File: src/verilog/icr_pkg.sv
// icr_pkg: constants for the two-wire configuration register slave
// assumes: used by icr_slave and icr_regmem, referenced with icr_pkg::
package icr_pkg;
   // ***************************************************
   // device addressing
   // ***************************************************
   localparam logic [4:0] ADDR_FIXED_HI = 5'h08; // upper five address bits
   localparam logic [7:0] GC_ADDR = 8'h00;
   localparam logic [7:0] GC_SW_RESET = 8'h06;
   localparam logic [7:0] GC_ADDR_RELOAD = 8'h04;
   localparam logic [7:0] REG_DEV_ADDR = 8'hca;
   localparam int DEV_ADDR_LO_POS = 2;
   localparam int DEV_ADDR_HI_POS = 6;
   // ***************************************************
   // memory map
   // ***************************************************
   localparam int REG_COUNT = 256;
   localparam int NVM_COUNT = 128;
   localparam logic [7:0] UPPER_PAGE_BASE = 8'h80;
   localparam logic [7:0] CTRL_DEFAULT = 8'h00;
   localparam logic [7:0] NVM_ERASED = 8'hff;
   // ***************************************************
   // timing
   // ***************************************************
   localparam int CLK_MHZ = 10;
   localparam int STRETCH_NS = 300; // ack/data setup hold-off, least time
   localparam int STRETCH_CYC =
      (STRETCH_NS * CLK_MHZ + 999) / 1000;
   localparam logic [1:0] STRETCH_LOAD = 2'(STRETCH_CYC);
   // ***************************************************
   // port state machine, one-hot
   // ***************************************************
   typedef enum logic [5:0] {
      ST_IDLE = 6'h01,
      ST_ADDR = 6'h02,
      ST_RXB = 6'h04,
      ST_TXB = 6'h08,
      ST_ACK = 6'h10,
      ST_RACK = 6'h20
   } icr_state_t;
endpackage

File: src/verilog/icr_slave.sv
// icr_slave: two-wire slave port over a 256 byte configuration space
// assumes: scl and sda arrive asynchronously from an external master;
// the wire level is resolved outside from the output enables
`timescale 1ns/10ps
// Notes on behaviour
// RULE1 - only seven bit device addresses decoded
// RULE2 - address fixed high bits, low two strapped
// RULE3 - strap bits sampled at reset release
// RULE4 - slave may hold clock low; master waits
// RULE5 - general call 0x06 performs software reset
// RULE6 - general call 0x04 reloads strapped address
// RULE7 - any rate to 1 Mbit/s, no setup
// RULE8 - 256 byte locations addressed 0x00 to 0xff
// RULE9 - upper page backed by nonvolatile store
// RULE10 - wide registers stored msb first
// RULE11 - control page returns to defaults on reset
// RULE12 - upper page reloaded from store on reset
// RULE13 - 128 byte nonvolatile store present
// RULE14 - serial port is sole configuration path
// RULE15 - host downloads sequencer after every power-up
// RULE16 - software reset equals hardware reset
// RULE17 - writes auto-increment pointer per data byte
// RULE18 - reads auto-increment until master nacks
// RULE19 - reload takes bits 2 to 6 of 0xca; code takes them from the register at regPtr
// RULE20 - acknowledge own and general call only
// RULE21 - host writes change volatile copy only
module icr_slave (
   // clock and reset
   input wire logic clk_sys,
   input wire logic reset_n,
   // address straps
   input wire logic strap_addr_bit_low,
   input wire logic strap_addr_bit_high,
   // two-wire bus, output enable low while driving low
   input wire logic sclIn,
   output logic sclOe_n,
   input wire logic sdaIn,
   output logic sdaOe_n,
   // nonvolatile store programming
   input wire logic nvmWrEn,
   input wire logic [6:0] nvmAddr,
   input wire logic [7:0] nvmData,
   // current device address
   output logic [6:0] devAddr
);
   // ***************************************************
   // reset and input synchronisers
   // ***************************************************
   logic [1:0] rstPipe;
   logic rstSync_n;
   always_ff @(posedge clk_sys or negedge reset_n) begin
      if (!reset_n) begin
         rstPipe <= 2'b00;
      end else begin
         rstPipe <= {rstPipe[0], 1'b1};
      end
   end
   assign rstSync_n = rstPipe[1];
   // first stage feeds only the second stage
   logic [1:0] syncA, syncB, strapA, strapB;
   logic scl, sda, sclPrev, sdaPrev;
   always_ff @(posedge clk_sys or negedge rstSync_n) begin
      if (!rstSync_n) begin
         syncA <= 2'b11;
         syncB <= 2'b11;
      end else begin
         syncA <= {sdaIn, sclIn};
         syncB <= syncA;
      end
   end
   // straps sample through reset, so the capture sees pins, not reset values
   always_ff @(posedge clk_sys) begin
      strapA <= {strap_addr_bit_high, strap_addr_bit_low};
      strapB <= strapA;
   end
   assign scl = syncB[0];
   assign sda = syncB[1];
   // engine state and its next values
   icr_pkg::icr_state_t state, next_state;
   logic [7:0] shiftReg, next_shiftReg;
   logic [2:0] bitCnt, next_bitCnt;
   logic [7:0] regPtr, next_regPtr;
   logic [1:0] byteIdx, next_byteIdx; // 0 device addr, 1 reg addr, 2 data
   logic isRead, next_isRead;
   logic isGc, next_isGc;
   logic ackDrive, next_ackDrive;
   logic sdaHold_n, next_sdaHold_n;
   logic sclHold_n, next_sclHold_n;
   logic [1:0] stretch, next_stretch;
   logic [1:0] strapCap, next_strapCap;
   logic strapDone, next_strapDone;
   logic [6:0] addrReg, next_addrReg;
   logic softReset, next_softReset;
   logic wrEn, next_wrEn;
   logic [7:0] wrData, next_wrData;
   logic [7:0] wrAddr, next_wrAddr;
   logic [7:0] rdData;
   logic loading;
   // register space, control page and upper page [RULE14]
   icr_regmem u_mem (
      .clk_sys(clk_sys),
      .rstSync_n(rstSync_n),
      .softReset(softReset),
      .wrEn(wrEn),
      .wrAddr(wrAddr),
      .wrData(wrData),
      .rdAddr(regPtr),
      .rdData(rdData),
      .nvmWrEn(nvmWrEn),
      .nvmAddr(nvmAddr),
      .nvmData(nvmData),
      .loading(loading)
   );
   logic sclRise, sclFall, startCond, stopCond;
   assign sclRise = scl && !sclPrev;
   assign sclFall = !scl && sclPrev;
   assign startCond = scl && sclPrev && sdaPrev && !sda;
   assign stopCond = scl && sclPrev && !sdaPrev && sda;
   // ***************************************************
   // next state
   // ***************************************************
   always_comb begin
      next_state = state;
      next_shiftReg = shiftReg;
      next_bitCnt = bitCnt;
      next_regPtr = regPtr;
      next_byteIdx = byteIdx;
      next_isRead = isRead;
      next_isGc = isGc;
      next_ackDrive = ackDrive;
      next_sdaHold_n = sdaHold_n;
      next_sclHold_n = sclHold_n;
      next_stretch = stretch;
      next_strapCap = strapCap;
      next_strapDone = 1'b1;
      next_addrReg = addrReg;
      next_softReset = 1'b0;
      next_wrEn = 1'b0;
      next_wrData = wrData;
      next_wrAddr = wrAddr;
      // straps caught once after reset release [RULE3]
      if (!strapDone) begin
         next_strapCap = strapB;
         next_addrReg = {icr_pkg::ADDR_FIXED_HI, strapB}; // [RULE2]
      end
      // stretch: hold scl low a few cycles while data settles [RULE4]
      if (stretch != 2'b00) begin
         next_stretch = stretch - 2'b01;
      end else begin
         next_sclHold_n = !loading; // any reset's reload holds scl low
      end
      if (startCond) begin
         next_state = icr_pkg::ST_ADDR;
         next_bitCnt = 3'h0;
         next_byteIdx = 2'h0;
         next_sdaHold_n = 1'b1;
      end else if (stopCond) begin
         next_state = icr_pkg::ST_IDLE;
         next_sdaHold_n = 1'b1;
      end else begin
         case (state)
            icr_pkg::ST_ADDR, icr_pkg::ST_RXB: begin
               if (sclRise) begin
                  next_shiftReg = {shiftReg[6:0], sda};
                  next_bitCnt = bitCnt + 3'h1;
                  if (bitCnt == 3'h7) begin
                     next_state = icr_pkg::ST_ACK;
                     next_ackDrive = 1'b0;
                  end
               end
            end
            icr_pkg::ST_ACK: begin
               if (sclFall && !ackDrive) begin
                  next_ackDrive = 1'b1;
                  next_stretch = icr_pkg::STRETCH_LOAD;
                  next_sclHold_n = 1'b0;
                  if (state == icr_pkg::ST_ACK && byteIdx == 2'h0) begin
                     // seven bit address only [RULE1] [RULE20]
                     if (shiftReg[7:1] == addrReg) begin
                        next_sdaHold_n = 1'b0;
                        next_isRead = shiftReg[0];
                        next_isGc = 1'b0;
                     end else if (shiftReg == icr_pkg::GC_ADDR) begin
                        next_sdaHold_n = 1'b0;
                        next_isRead = 1'b0;
                        next_isGc = 1'b1;
                     end else begin
                        next_state = icr_pkg::ST_IDLE;
                        next_sclHold_n = 1'b1;
                        next_stretch = 2'b00;
                     end
                  end else if (isGc) begin
                     next_sdaHold_n = 1'b0;
                     if (shiftReg == icr_pkg::GC_SW_RESET) begin
                        next_softReset = 1'b1; // [RULE5] [RULE16]
                        next_addrReg = {icr_pkg::ADDR_FIXED_HI, strapCap};
                     end else if (shiftReg == icr_pkg::GC_ADDR_RELOAD) begin
                        // programmable bits from the register at regPtr, straps kept [RULE6]
                        next_addrReg = {
                           rdData[icr_pkg::DEV_ADDR_HI_POS:
                                  icr_pkg::DEV_ADDR_LO_POS], strapCap}; // [RULE19]
                     end
                  end else begin
                     next_sdaHold_n = 1'b0;
                     if (byteIdx == 2'h1) begin
                        next_regPtr = shiftReg;
                     end else begin
                        next_wrEn = 1'b1;
                        next_wrAddr = regPtr;
                        next_wrData = shiftReg; // msb byte at lower addr [RULE10]
                        next_regPtr = regPtr + 8'h01; // [RULE17]
                     end
                  end
               end else if (sclFall && ackDrive) begin
                  // end of ack bit: release sda or start sending
                  next_sdaHold_n = 1'b1;
                  next_bitCnt = 3'h0;
                  if (byteIdx != 2'h2) begin
                     next_byteIdx = byteIdx + 2'h1;
                  end
                  if (isRead && byteIdx == 2'h0) begin
                     next_state = icr_pkg::ST_TXB;
                     next_shiftReg = rdData;
                     next_sdaHold_n = rdData[7];
                     next_regPtr = regPtr + 8'h01;
                  end else begin
                     next_state = icr_pkg::ST_RXB;
                  end
               end
            end
            icr_pkg::ST_TXB: begin
               if (sclFall) begin
                  next_bitCnt = bitCnt + 3'h1;
                  if (bitCnt == 3'h7) begin
                     next_state = icr_pkg::ST_RACK;
                     next_sdaHold_n = 1'b1;
                  end else begin
                     next_shiftReg = {shiftReg[6:0], 1'b0};
                     next_sdaHold_n = shiftReg[6];
                  end
               end
            end
            icr_pkg::ST_RACK: begin
               if (sclRise) begin
                  next_ackDrive = sda; // high means master nack
               end else if (sclFall) begin
                  if (ackDrive) begin
                     next_state = icr_pkg::ST_IDLE; // nack ends read [RULE18]
                  end else begin
                     next_state = icr_pkg::ST_TXB;
                     next_bitCnt = 3'h0;
                     next_shiftReg = rdData;
                     next_sdaHold_n = rdData[7];
                     next_regPtr = regPtr + 8'h01; // [RULE18]
                     next_stretch = icr_pkg::STRETCH_LOAD;
                     next_sclHold_n = 1'b0;
                  end
               end
            end
            default: begin
               next_state = icr_pkg::ST_IDLE;
               next_sdaHold_n = 1'b1;
            end
         endcase
      end
   end
   // ***************************************************
   // registers; edge detection tolerates scl rates to 1 Mbit/s [RULE7]
   // ***************************************************
   always_ff @(posedge clk_sys or negedge rstSync_n) begin
      if (!rstSync_n) begin
         state <= icr_pkg::ST_IDLE;
         sclPrev <= 1'b1;
         sdaPrev <= 1'b1;
         shiftReg <= 8'h00;
         bitCnt <= 3'h0;
         regPtr <= 8'h00;
         byteIdx <= 2'h0;
         isRead <= 1'b0;
         isGc <= 1'b0;
         ackDrive <= 1'b0;
         sdaHold_n <= 1'b1;
         sclHold_n <= 1'b1;
         stretch <= 2'b00;
         strapCap <= 2'b00;
         strapDone <= 1'b0;
         addrReg <= {icr_pkg::ADDR_FIXED_HI, 2'b00};
         softReset <= 1'b0;
         wrEn <= 1'b0;
         wrData <= 8'h00;
         wrAddr <= 8'h00;
      end else begin
         state <= next_state;
         sclPrev <= scl;
         sdaPrev <= sda;
         shiftReg <= next_shiftReg;
         bitCnt <= next_bitCnt;
         regPtr <= next_regPtr;
         byteIdx <= next_byteIdx;
         isRead <= next_isRead;
         isGc <= next_isGc;
         ackDrive <= next_ackDrive;
         sdaHold_n <= next_sdaHold_n;
         sclHold_n <= next_sclHold_n;
         stretch <= next_stretch;
         strapCap <= next_strapCap;
         strapDone <= next_strapDone;
         addrReg <= next_addrReg;
         softReset <= next_softReset;
         wrEn <= next_wrEn;
         wrData <= next_wrData;
         wrAddr <= next_wrAddr;
      end
   end
   // outputs straight from flip-flops
   assign sdaOe_n = sdaHold_n;
   assign sclOe_n = sclHold_n;
   assign devAddr = addrReg;
endmodule

File: src/verilog/icr_regmem.sv
// icr_regmem: 256 byte register space with 128 byte nonvolatile store
// assumes: one write port from the serial engine, reads are combinational
`timescale 1ns/10ps
module icr_regmem (
   // clock and reset
   input wire logic clk_sys,
   input wire logic rstSync_n,
   input wire logic softReset,
   // access from the serial engine
   input wire logic wrEn,
   input wire logic [7:0] wrAddr,
   input wire logic [7:0] wrData,
   input wire logic [7:0] rdAddr,
   output logic [7:0] rdData,
   // nonvolatile store programming
   input wire logic nvmWrEn,
   input wire logic [6:0] nvmAddr,
   input wire logic [7:0] nvmData,
   // reload in progress
   output logic loading
);
   // ***************************************************
   // storage
   // ***************************************************
   logic [7:0] regs [0:icr_pkg::REG_COUNT-1];
   logic [7:0] nvm [0:icr_pkg::NVM_COUNT-1];
   logic [7:0] loadIdx;
   logic [7:0] next_loadIdx;
   logic loadBusy;
   logic next_loadBusy;
   // reload walks the upper page one byte per cycle after any reset
   always_comb begin
      next_loadIdx = loadIdx;
      next_loadBusy = loadBusy;
      if (softReset) begin
         next_loadIdx = 8'h00;
         next_loadBusy = 1'b1;
      end else if (loadBusy) begin
         next_loadIdx = loadIdx + 8'h01;
         if (loadIdx == 8'(icr_pkg::NVM_COUNT - 1)) begin
            next_loadBusy = 1'b0;
         end
      end
   end
   always_ff @(posedge clk_sys or negedge rstSync_n) begin
      if (!rstSync_n) begin
         loadIdx <= 8'h00;
         loadBusy <= 1'b1;
      end else begin
         loadIdx <= next_loadIdx;
         loadBusy <= next_loadBusy;
      end
   end
   // control page defaults, upper page copied from the store [RULE11]
   // [RULE12] [RULE9] memories have no reset so the array stays RAM-like
   always_ff @(posedge clk_sys) begin
      if (softReset) begin
         for (int i = 0; i < icr_pkg::NVM_COUNT; i++) begin
            regs[i] <= icr_pkg::CTRL_DEFAULT;
         end
      end else if (loadBusy) begin
         regs[{1'b1, loadIdx[6:0]}] <= nvm[loadIdx[6:0]];
         if (loadIdx == 8'h00) begin
            for (int i = 0; i < icr_pkg::NVM_COUNT; i++) begin
               regs[i] <= icr_pkg::CTRL_DEFAULT;
            end
         end
      end else if (wrEn) begin
         regs[wrAddr] <= wrData; // host write touches the copy only [RULE21]
      end
   end
   // the store changes only through its programming access [RULE13]
   always_ff @(posedge clk_sys) begin
      if (nvmWrEn) begin
         nvm[nvmAddr] <= nvmData;
      end
   end
   assign rdData = regs[rdAddr]; // [RULE8]
   assign loading = loadBusy;
endmodule

File: config.mk
export PLATFORM = sky130hd
export DESIGN_NAME = icr_slave
export DESIGN_NICKNAME = d
export VERILOG_FILES = /design/src/verilog/icr_pkg.sv /design/src/verilog/icr_slave.sv /design/src/verilog/icr_regmem.sv
export SDC_FILE = /design/constraint.sdc
export NUM_CORES = 2
export LEC_CHECK = 0
export BUFFER_PORTS_ARGS = -buffer_cell sky130_fd_sc_hd__buf_2
export CAP_MARGIN = 40
export CORE_UTILIZATION = 35
export DETAILED_ROUTE_END_ITERATION = 7
export GPL_ROUTABILITY_DRIVEN = 0
export GPL_TIMING_DRIVEN = 0
export PLACE_DENSITY = 0.6
export SLEW_MARGIN = 20
export SYNTH_ARGS = -nofsm -noshare
export SYNTH_HDL_FRONTEND = slang
export SYNTH_HIERARCHICAL = 1
export SYNTH_SLANG_ARGS = --single-unit
File: constraint.sdc
create_clock -name clk_sys -period 4.1 [get_ports clk_sys]
set_input_delay 0 -clock clk_sys [delete_from_list [all_inputs] [get_ports clk_sys]]
set_output_delay 0 -clock clk_sys [all_outputs]
set_load 0.01 [all_outputs]
==> Word level (Yosys, flattened, before mapping) <==
Memories as Yosys holds them, arrays and structs flattened.
Index checks and enable logic that the tools add are counted.
{ "classes": {"add_sub_neg": 5, "n_eq_ne": 50, "muxes": 270, "bitwise_logic": 133, "reduce_logical": 41} }
{ "ops": {"columns": ["op", "n"], "rows": [
  ["8-bit 2-to-1 mux", 150],
  ["1-bit OR", 128],
  ["6-bit 2-to-1 mux", 13],
  ["1-bit 2-to-1 mux", 63],
  ["7-bit 2-to-1 mux", 9],
  ["2-bit 2-to-1 mux", 16],
  ["8-bit case mux with 4 select lines", 1],
  ["4-bit inequality test (second input constant)", 7],
  ["3-bit 2-to-1 mux", 9],
  ["3-bit inequality test (second input constant)", 9],
  ["2-bit inequality test (second input constant)", 13],
  ["6-bit case mux with 4 select lines", 1],
  ["7-bit AND reduction", 3],
  ["10-bit AND reduction", 2],
  ["8-bit by 1-bit adder with 8-bit output (second input constant)", 2],
  ["8-bit by 3-bit == test with 1-bit output (second input constant)", 2],
  ["8-bit zero test", 2],
  ["8-bit case mux with 2 select lines", 1],
  ["2-bit nonzero test", 7],
  ["3-bit case mux with 4 select lines", 1],
  ["12-bit AND reduction", 1],
  ["1-bit logical AND", 11],
  ["5-bit by 4-bit inequality test with 1-bit output (second input constant)", 2],
  ["5-bit inequality test (second input constant)", 2],
  ["other kinds (31)", 44]
]} }
{ "word_totals": {"regBits": 83, "ram_bits": 3072, "input_bits": 22, "output_inout_bits": 9, "n_memories": 2} }
{ "mem_list": {"columns": ["name", "depth", "word_bits", "read_ports", "rd_clocked_by_memory_dff", "write_ports", "line_no", "text"], "rows": [
  ["u_mem.regs", 256, 8, 1, 0, 129, "icr_regmem.sv:25", "logic [7:0] regs [0:icr_pkg::REG_COUNT-1];"],
  ["u_mem.nvm", 128, 8, 1, 0, 1, "icr_regmem.sv:26", "logic [7:0] nvm [0:icr_pkg::NVM_COUNT-1];"]
]} }

==> Logic depth before layout (Yosys ltp) <==
{ "logic_depth": {"depth_word": 9, "mapped_depth": 14} }

==> Cells and area by module <==
The synthesis kept the hierarchy.
{ "by_module_without_submodules": {"columns": ["module", "instances", "cells_each", "area_each_um2"], "rows": [
  ["icr_regmem", 1, 6730, 125389.0],
  ["icr_slave", 1, 351, 3748.6]
]} }

==> Worst setup path before layout <==
Ideal clock, no wire load.
{ "synth_timing": {"path_type": "register to register", "from": "register u_mem.loadIdx[0]", "to": "memory u_mem.regs[128][4] (data pin)", "setup_time_ns": 0.795, "arrival_ns": 5.409, "t_required_ns": 3.305, "setup_slack_ns": -2.105, "stages_incl_launch_ff": 15, "path_buffers": 8, "synth_period_minus_slack_ns": 6.205, "path_cell_list": "dfrtp_1 > buf_4 > buf_6 > buf_6 > buf_6 > buf_6 > buf_6 > mux2i_1 > a221oi_1 > o21ai_0 > a211oi_1 > a311oi_1 > buf_2 > buf_2 > nor2_1"} }
{ "synth_rtl": {"columns": ["item", "line_no", "text"], "rows": [
  ["start, declared", "icr_regmem.sv:27", "logic [7:0] loadIdx;"],
  ["start signal, assigned", "icr_regmem.sv:50", "loadIdx <= next_loadIdx;"],
  ["end, declared", "icr_regmem.sv:25", null]
]} }

==> results.ini <==
[flow_run]
drv_cap = 0

[timing]
fin_worst_skew_ns = 0.0874
finalSetupTns_ns = -9.64
rsz0062_at_grt = true
setup_viol = 272
worst_pin_slew_ns = 1.12
fmax_mhz = 234
period_share_pct = 104
worst_slack_ns = -0.169
hold_viol = 0
drv_slew = 0
period_needed_ns = 4.27
maxSlewHeadroom_pct = 25.5

[final_layout]
area_growth_pct = 19.3
regArea_um2 = 94300
multi_input_area_um2 = 33900
utilization_pct = 42.0
nNetsFinal = 7901
design_area_um2 = 154000
nFillCells = 32004
drive_gt1_share_pct = 30.7

[setup_path]
cp.arrival_ns = 4.88
crit_fanout = 10
start_kind = flip-flop
end_kind = flip-flop
worst-endpoint-required_ns = 4.71
critPathKind = flip-flop to flip-flop

[clock_tree]
cts_tree = yes
clockBufferDepth = 4
numCtsBuffers = 324
path_clk_slew_ns = 0.07
root_buffer = clkbuf_16
h-tree-depth = 5
cts_sinks = 3155
clk_latency_ns = 0.92

[placement]
post-dp-hpwl_mm = 311
placed_area_um2 = 139000
io_buffer_count = 28

[die]
ios = 31
die_h_um = 609
num_rows = 222
die_x_um = 609
die-area_um2 = 371000
initial_core_util_pct = 35.2
coreArea_um2 = 366000

[synthesis]
synth-warning-count = 6
ys_seq_area_share_pct = 73.0
synth_ff_type = edfxtp_1
syn-cell-area_um2 = 129000
synthCells = 7081
synth_area_per_cell_um2 = 18.2
yosysUniqueCellTypes = 86
synth-seq-cells = 3155
synth_edf_count = 3072
ys_async_sr_fraction_pct = 2.50

[power]
p_per_area_nw_per_um2 = 417
p_leak_nw = 47.7
p_total_w = 0.0642
ir_drop_mv = 0.398

[drt]
wl_mm = 455
drt-initial-drc-count = 13391
dr_total_vias = 78599
wire_per_inst_um = 35.1
firstDrtPassIters = 7
drc = 0
viasPerCell = 6.07
antenna_left = 0

[status]
status = complete, but fails checks
failed_checks = setup timing

[global_route]
grt_pass1_wl_mm = 614
antenna_found_initial = 28
grt_max_degree = 129
grt_remaining_overflow = 0
track_usage_pct = 23.8
grt_pass1_vias = 75349

[worst_hold_path]
hp-class = input pin to asynchronous set/reset pin

-- synthesized netlist by cell type, types with 5 or more instances --
master / n / share of area [%]
xnor2_1: 12 / 0.081
buf_1: 57 / 0.17
and2_1: 8 / 0.039
a31oi_1: 14 / 0.068
o31ai_1: 7 / 0.041
a21oi_1: 428 / 1.7
and3_1: 5 / 0.024
o221ai_1: 15 / 0.10
a2111oi_0: 5 / 0.034
buf_2: 170 / 0.66
nand3_1: 41 / 0.16
mux2i_1: 155 / 1.2
mux4_2: 829 / 14
mux2_2: 45 / 0.39
xor2_1: 5 / 0.034
a22oi_1: 68 / 0.40
or3_1: 9 / 0.044
o22a_1: 7 / 0.047
mux2_4: 10 / 0.12
nand2_1: 400 / 1.2
nor3_1: 158 / 0.61
inv_1: 18 / 0.052
clkbuf_1: 202 / 0.59
nand4_1: 6 / 0.029
buf_6: 23 / 0.20
nor4b_1: 5 / 0.034
o21ai_0: 35 / 0.14
a211oi_1: 27 / 0.16
a221oi_1: 20 / 0.14
nand2b_1: 26 / 0.13
ha_1: 8 / 0.078
nand3b_1: 8 / 0.047
edfxtp_1: 3072 / 71
nor2b_1: 28 / 0.14
dfstp_2: 11 / 0.22
dfrtp_1: 68 / 1.3
buf_4: 41 / 0.24
o22ai_1: 42 / 0.20
nor2_1: 868 / 2.5
nor4_1: 14 / 0.068
a22o_1: 21 / 0.14
-- flip-flops by register name, indices dropped and copies added, names as in the netlist, 2 cells and up --
signal	flops
wrAddr	8
stretch	2
strapCap	2
rstPipe	2
syncA	2
bitCnt	3
wrData	8
regPtr	8
u_mem/nvm	1024
byteIdx	2
strapA	2
strapB	2
shiftReg	8
syncB	2
u_mem/regs	2048
u_mem/loadIdx	8
state	6
devAddr	7
-- routing by layer --
layer	global-route usage [%]	routed length, um	vias up
met2	36.4	205000	6070
met1	30.3	159000	41086
met5	0.0904	101	-
met3	6.85	59300	1325
li1	-	-	30102
met4	13.7	30900	16
-- worst paths after layout --
check                            startpoint                  to  slack, ns  cells past startpoint
setup / recovery           u_mem/loadIdx[4]  u_mem/regs[179][0]      -0.17                     12
hold / removal                      reset_n          rstPipe[1]       0.09                      3
setup reg to reg           u_mem/loadIdx[4]  u_mem/regs[179][0]      -0.17                     12
hold reg to reg                  rstPipe[1]    u_mem/loadIdx[2]       0.26                      0
max in group asynchronous        rstPipe[1]            syncB[1]       3.12                      1
min in group clk_sys             nvmData[2]    u_mem/nvm[37][2]       0.10                      2
-- logic make-up after synthesis --
group	after synthesis	synth area share, %
other cells	1	0.00290
mux	1039	16.2
buf+inv	515	1.91
xor+xnor	17	0.115
fa+ha+maj	8	0.0775
simple gates	1604	5.20
compound gates	742	3.48
flops	3155	73.0
-- per-stage QoR --
stage	setup WS [ns]	std cells	hold slack (ns)
2_1_floorplan	0.0127	7082	-0.296
3_3_place_gp	-4.66	11926	-0.166
3_5_place_dp	-1.99	12148	-0.167
4_1_cts	-0.181	12852	0.0137
5_1_grt	-0.0673	12939	0.0706
6_report	-0.169	12950	0.0904
-- worst max-delay path, cell delays in order (launching register included) --
cell and delay [ns]:
dfrtp_1 0.36, clkbuf_2 0.35, inv_1 0.30, clkbuf_1 0.35
buf_8 0.25, nor2_2 0.32, nand2_1 0.12, o21ai_0 0.19
buf_2 0.31, nand2_1 0.33, clkbuf_1 0.36, nor2_1 0.50
buf_6 0.22
-- report_power, final --
part	total [W]	switching (W)	internal [W]
sequential	0.0351	0.0000268	0.0351
combinational	0.000440	0.000335	0.000105
clock	0.0287	0.0125	0.0162
-- placed cells by master (no fill, tap or decap), types with 15 or more instances in the layout --
master / n
nor2_1: 764
a21oi_1: 424
clkbuf_16: 339
buf_8: 27
nor2_2: 60
clkinv_1: 68
buf_12: 77
inv_1: 16
inv_6: 15
clkbuf_8: 21
dfrtp_1: 62
o21ai_0: 29
mux2_2: 45
nand2_2: 78
clkbuf_1: 155
clkbuf_2: 59
clkinv_2: 51
nor3_1: 149
clkbuf_4: 33
mux2i_1: 143
buf_16: 62
nand3_1: 37
buf_6: 117
nand2_1: 314
nor2_4: 45
mux4_2: 829
nor2b_1: 26
edfxtp_1: 3072
o22ai_1: 38
a22oi_1: 52
a22oi_2: 16
buf_2: 128
bufinv_16: 20
nand2b_1: 26
dlygate4sd3_1: 31
a22o_1: 16
buf_4: 309
-- repair_timing --
item,in CTS,in global routing
pin swaps,40,18
gates cloned,7,5
gates resized for setup,613,233
endpoints found under the hold margin,1190,0
hold buffers,31,0
setup buffers,93,42
setup endpoints to repair,4108,2771
-- area by class of cell --
cell class / instances / area share (%)
diodes: 13 / 0.0211
plain buffers: 483 / 2.62
clock buffers: 412 / 5.61
clock inverters: 164 / 0.896
inverters: 22 / 0.0747
multi-input cells: 3413 / 22.0
flip-flops and latches: 3155 / 61.2
well taps: 4816 / 3.91
repair buffers: 472 / 3.61
No activity file was read; power rests on OpenSTA's default activity.
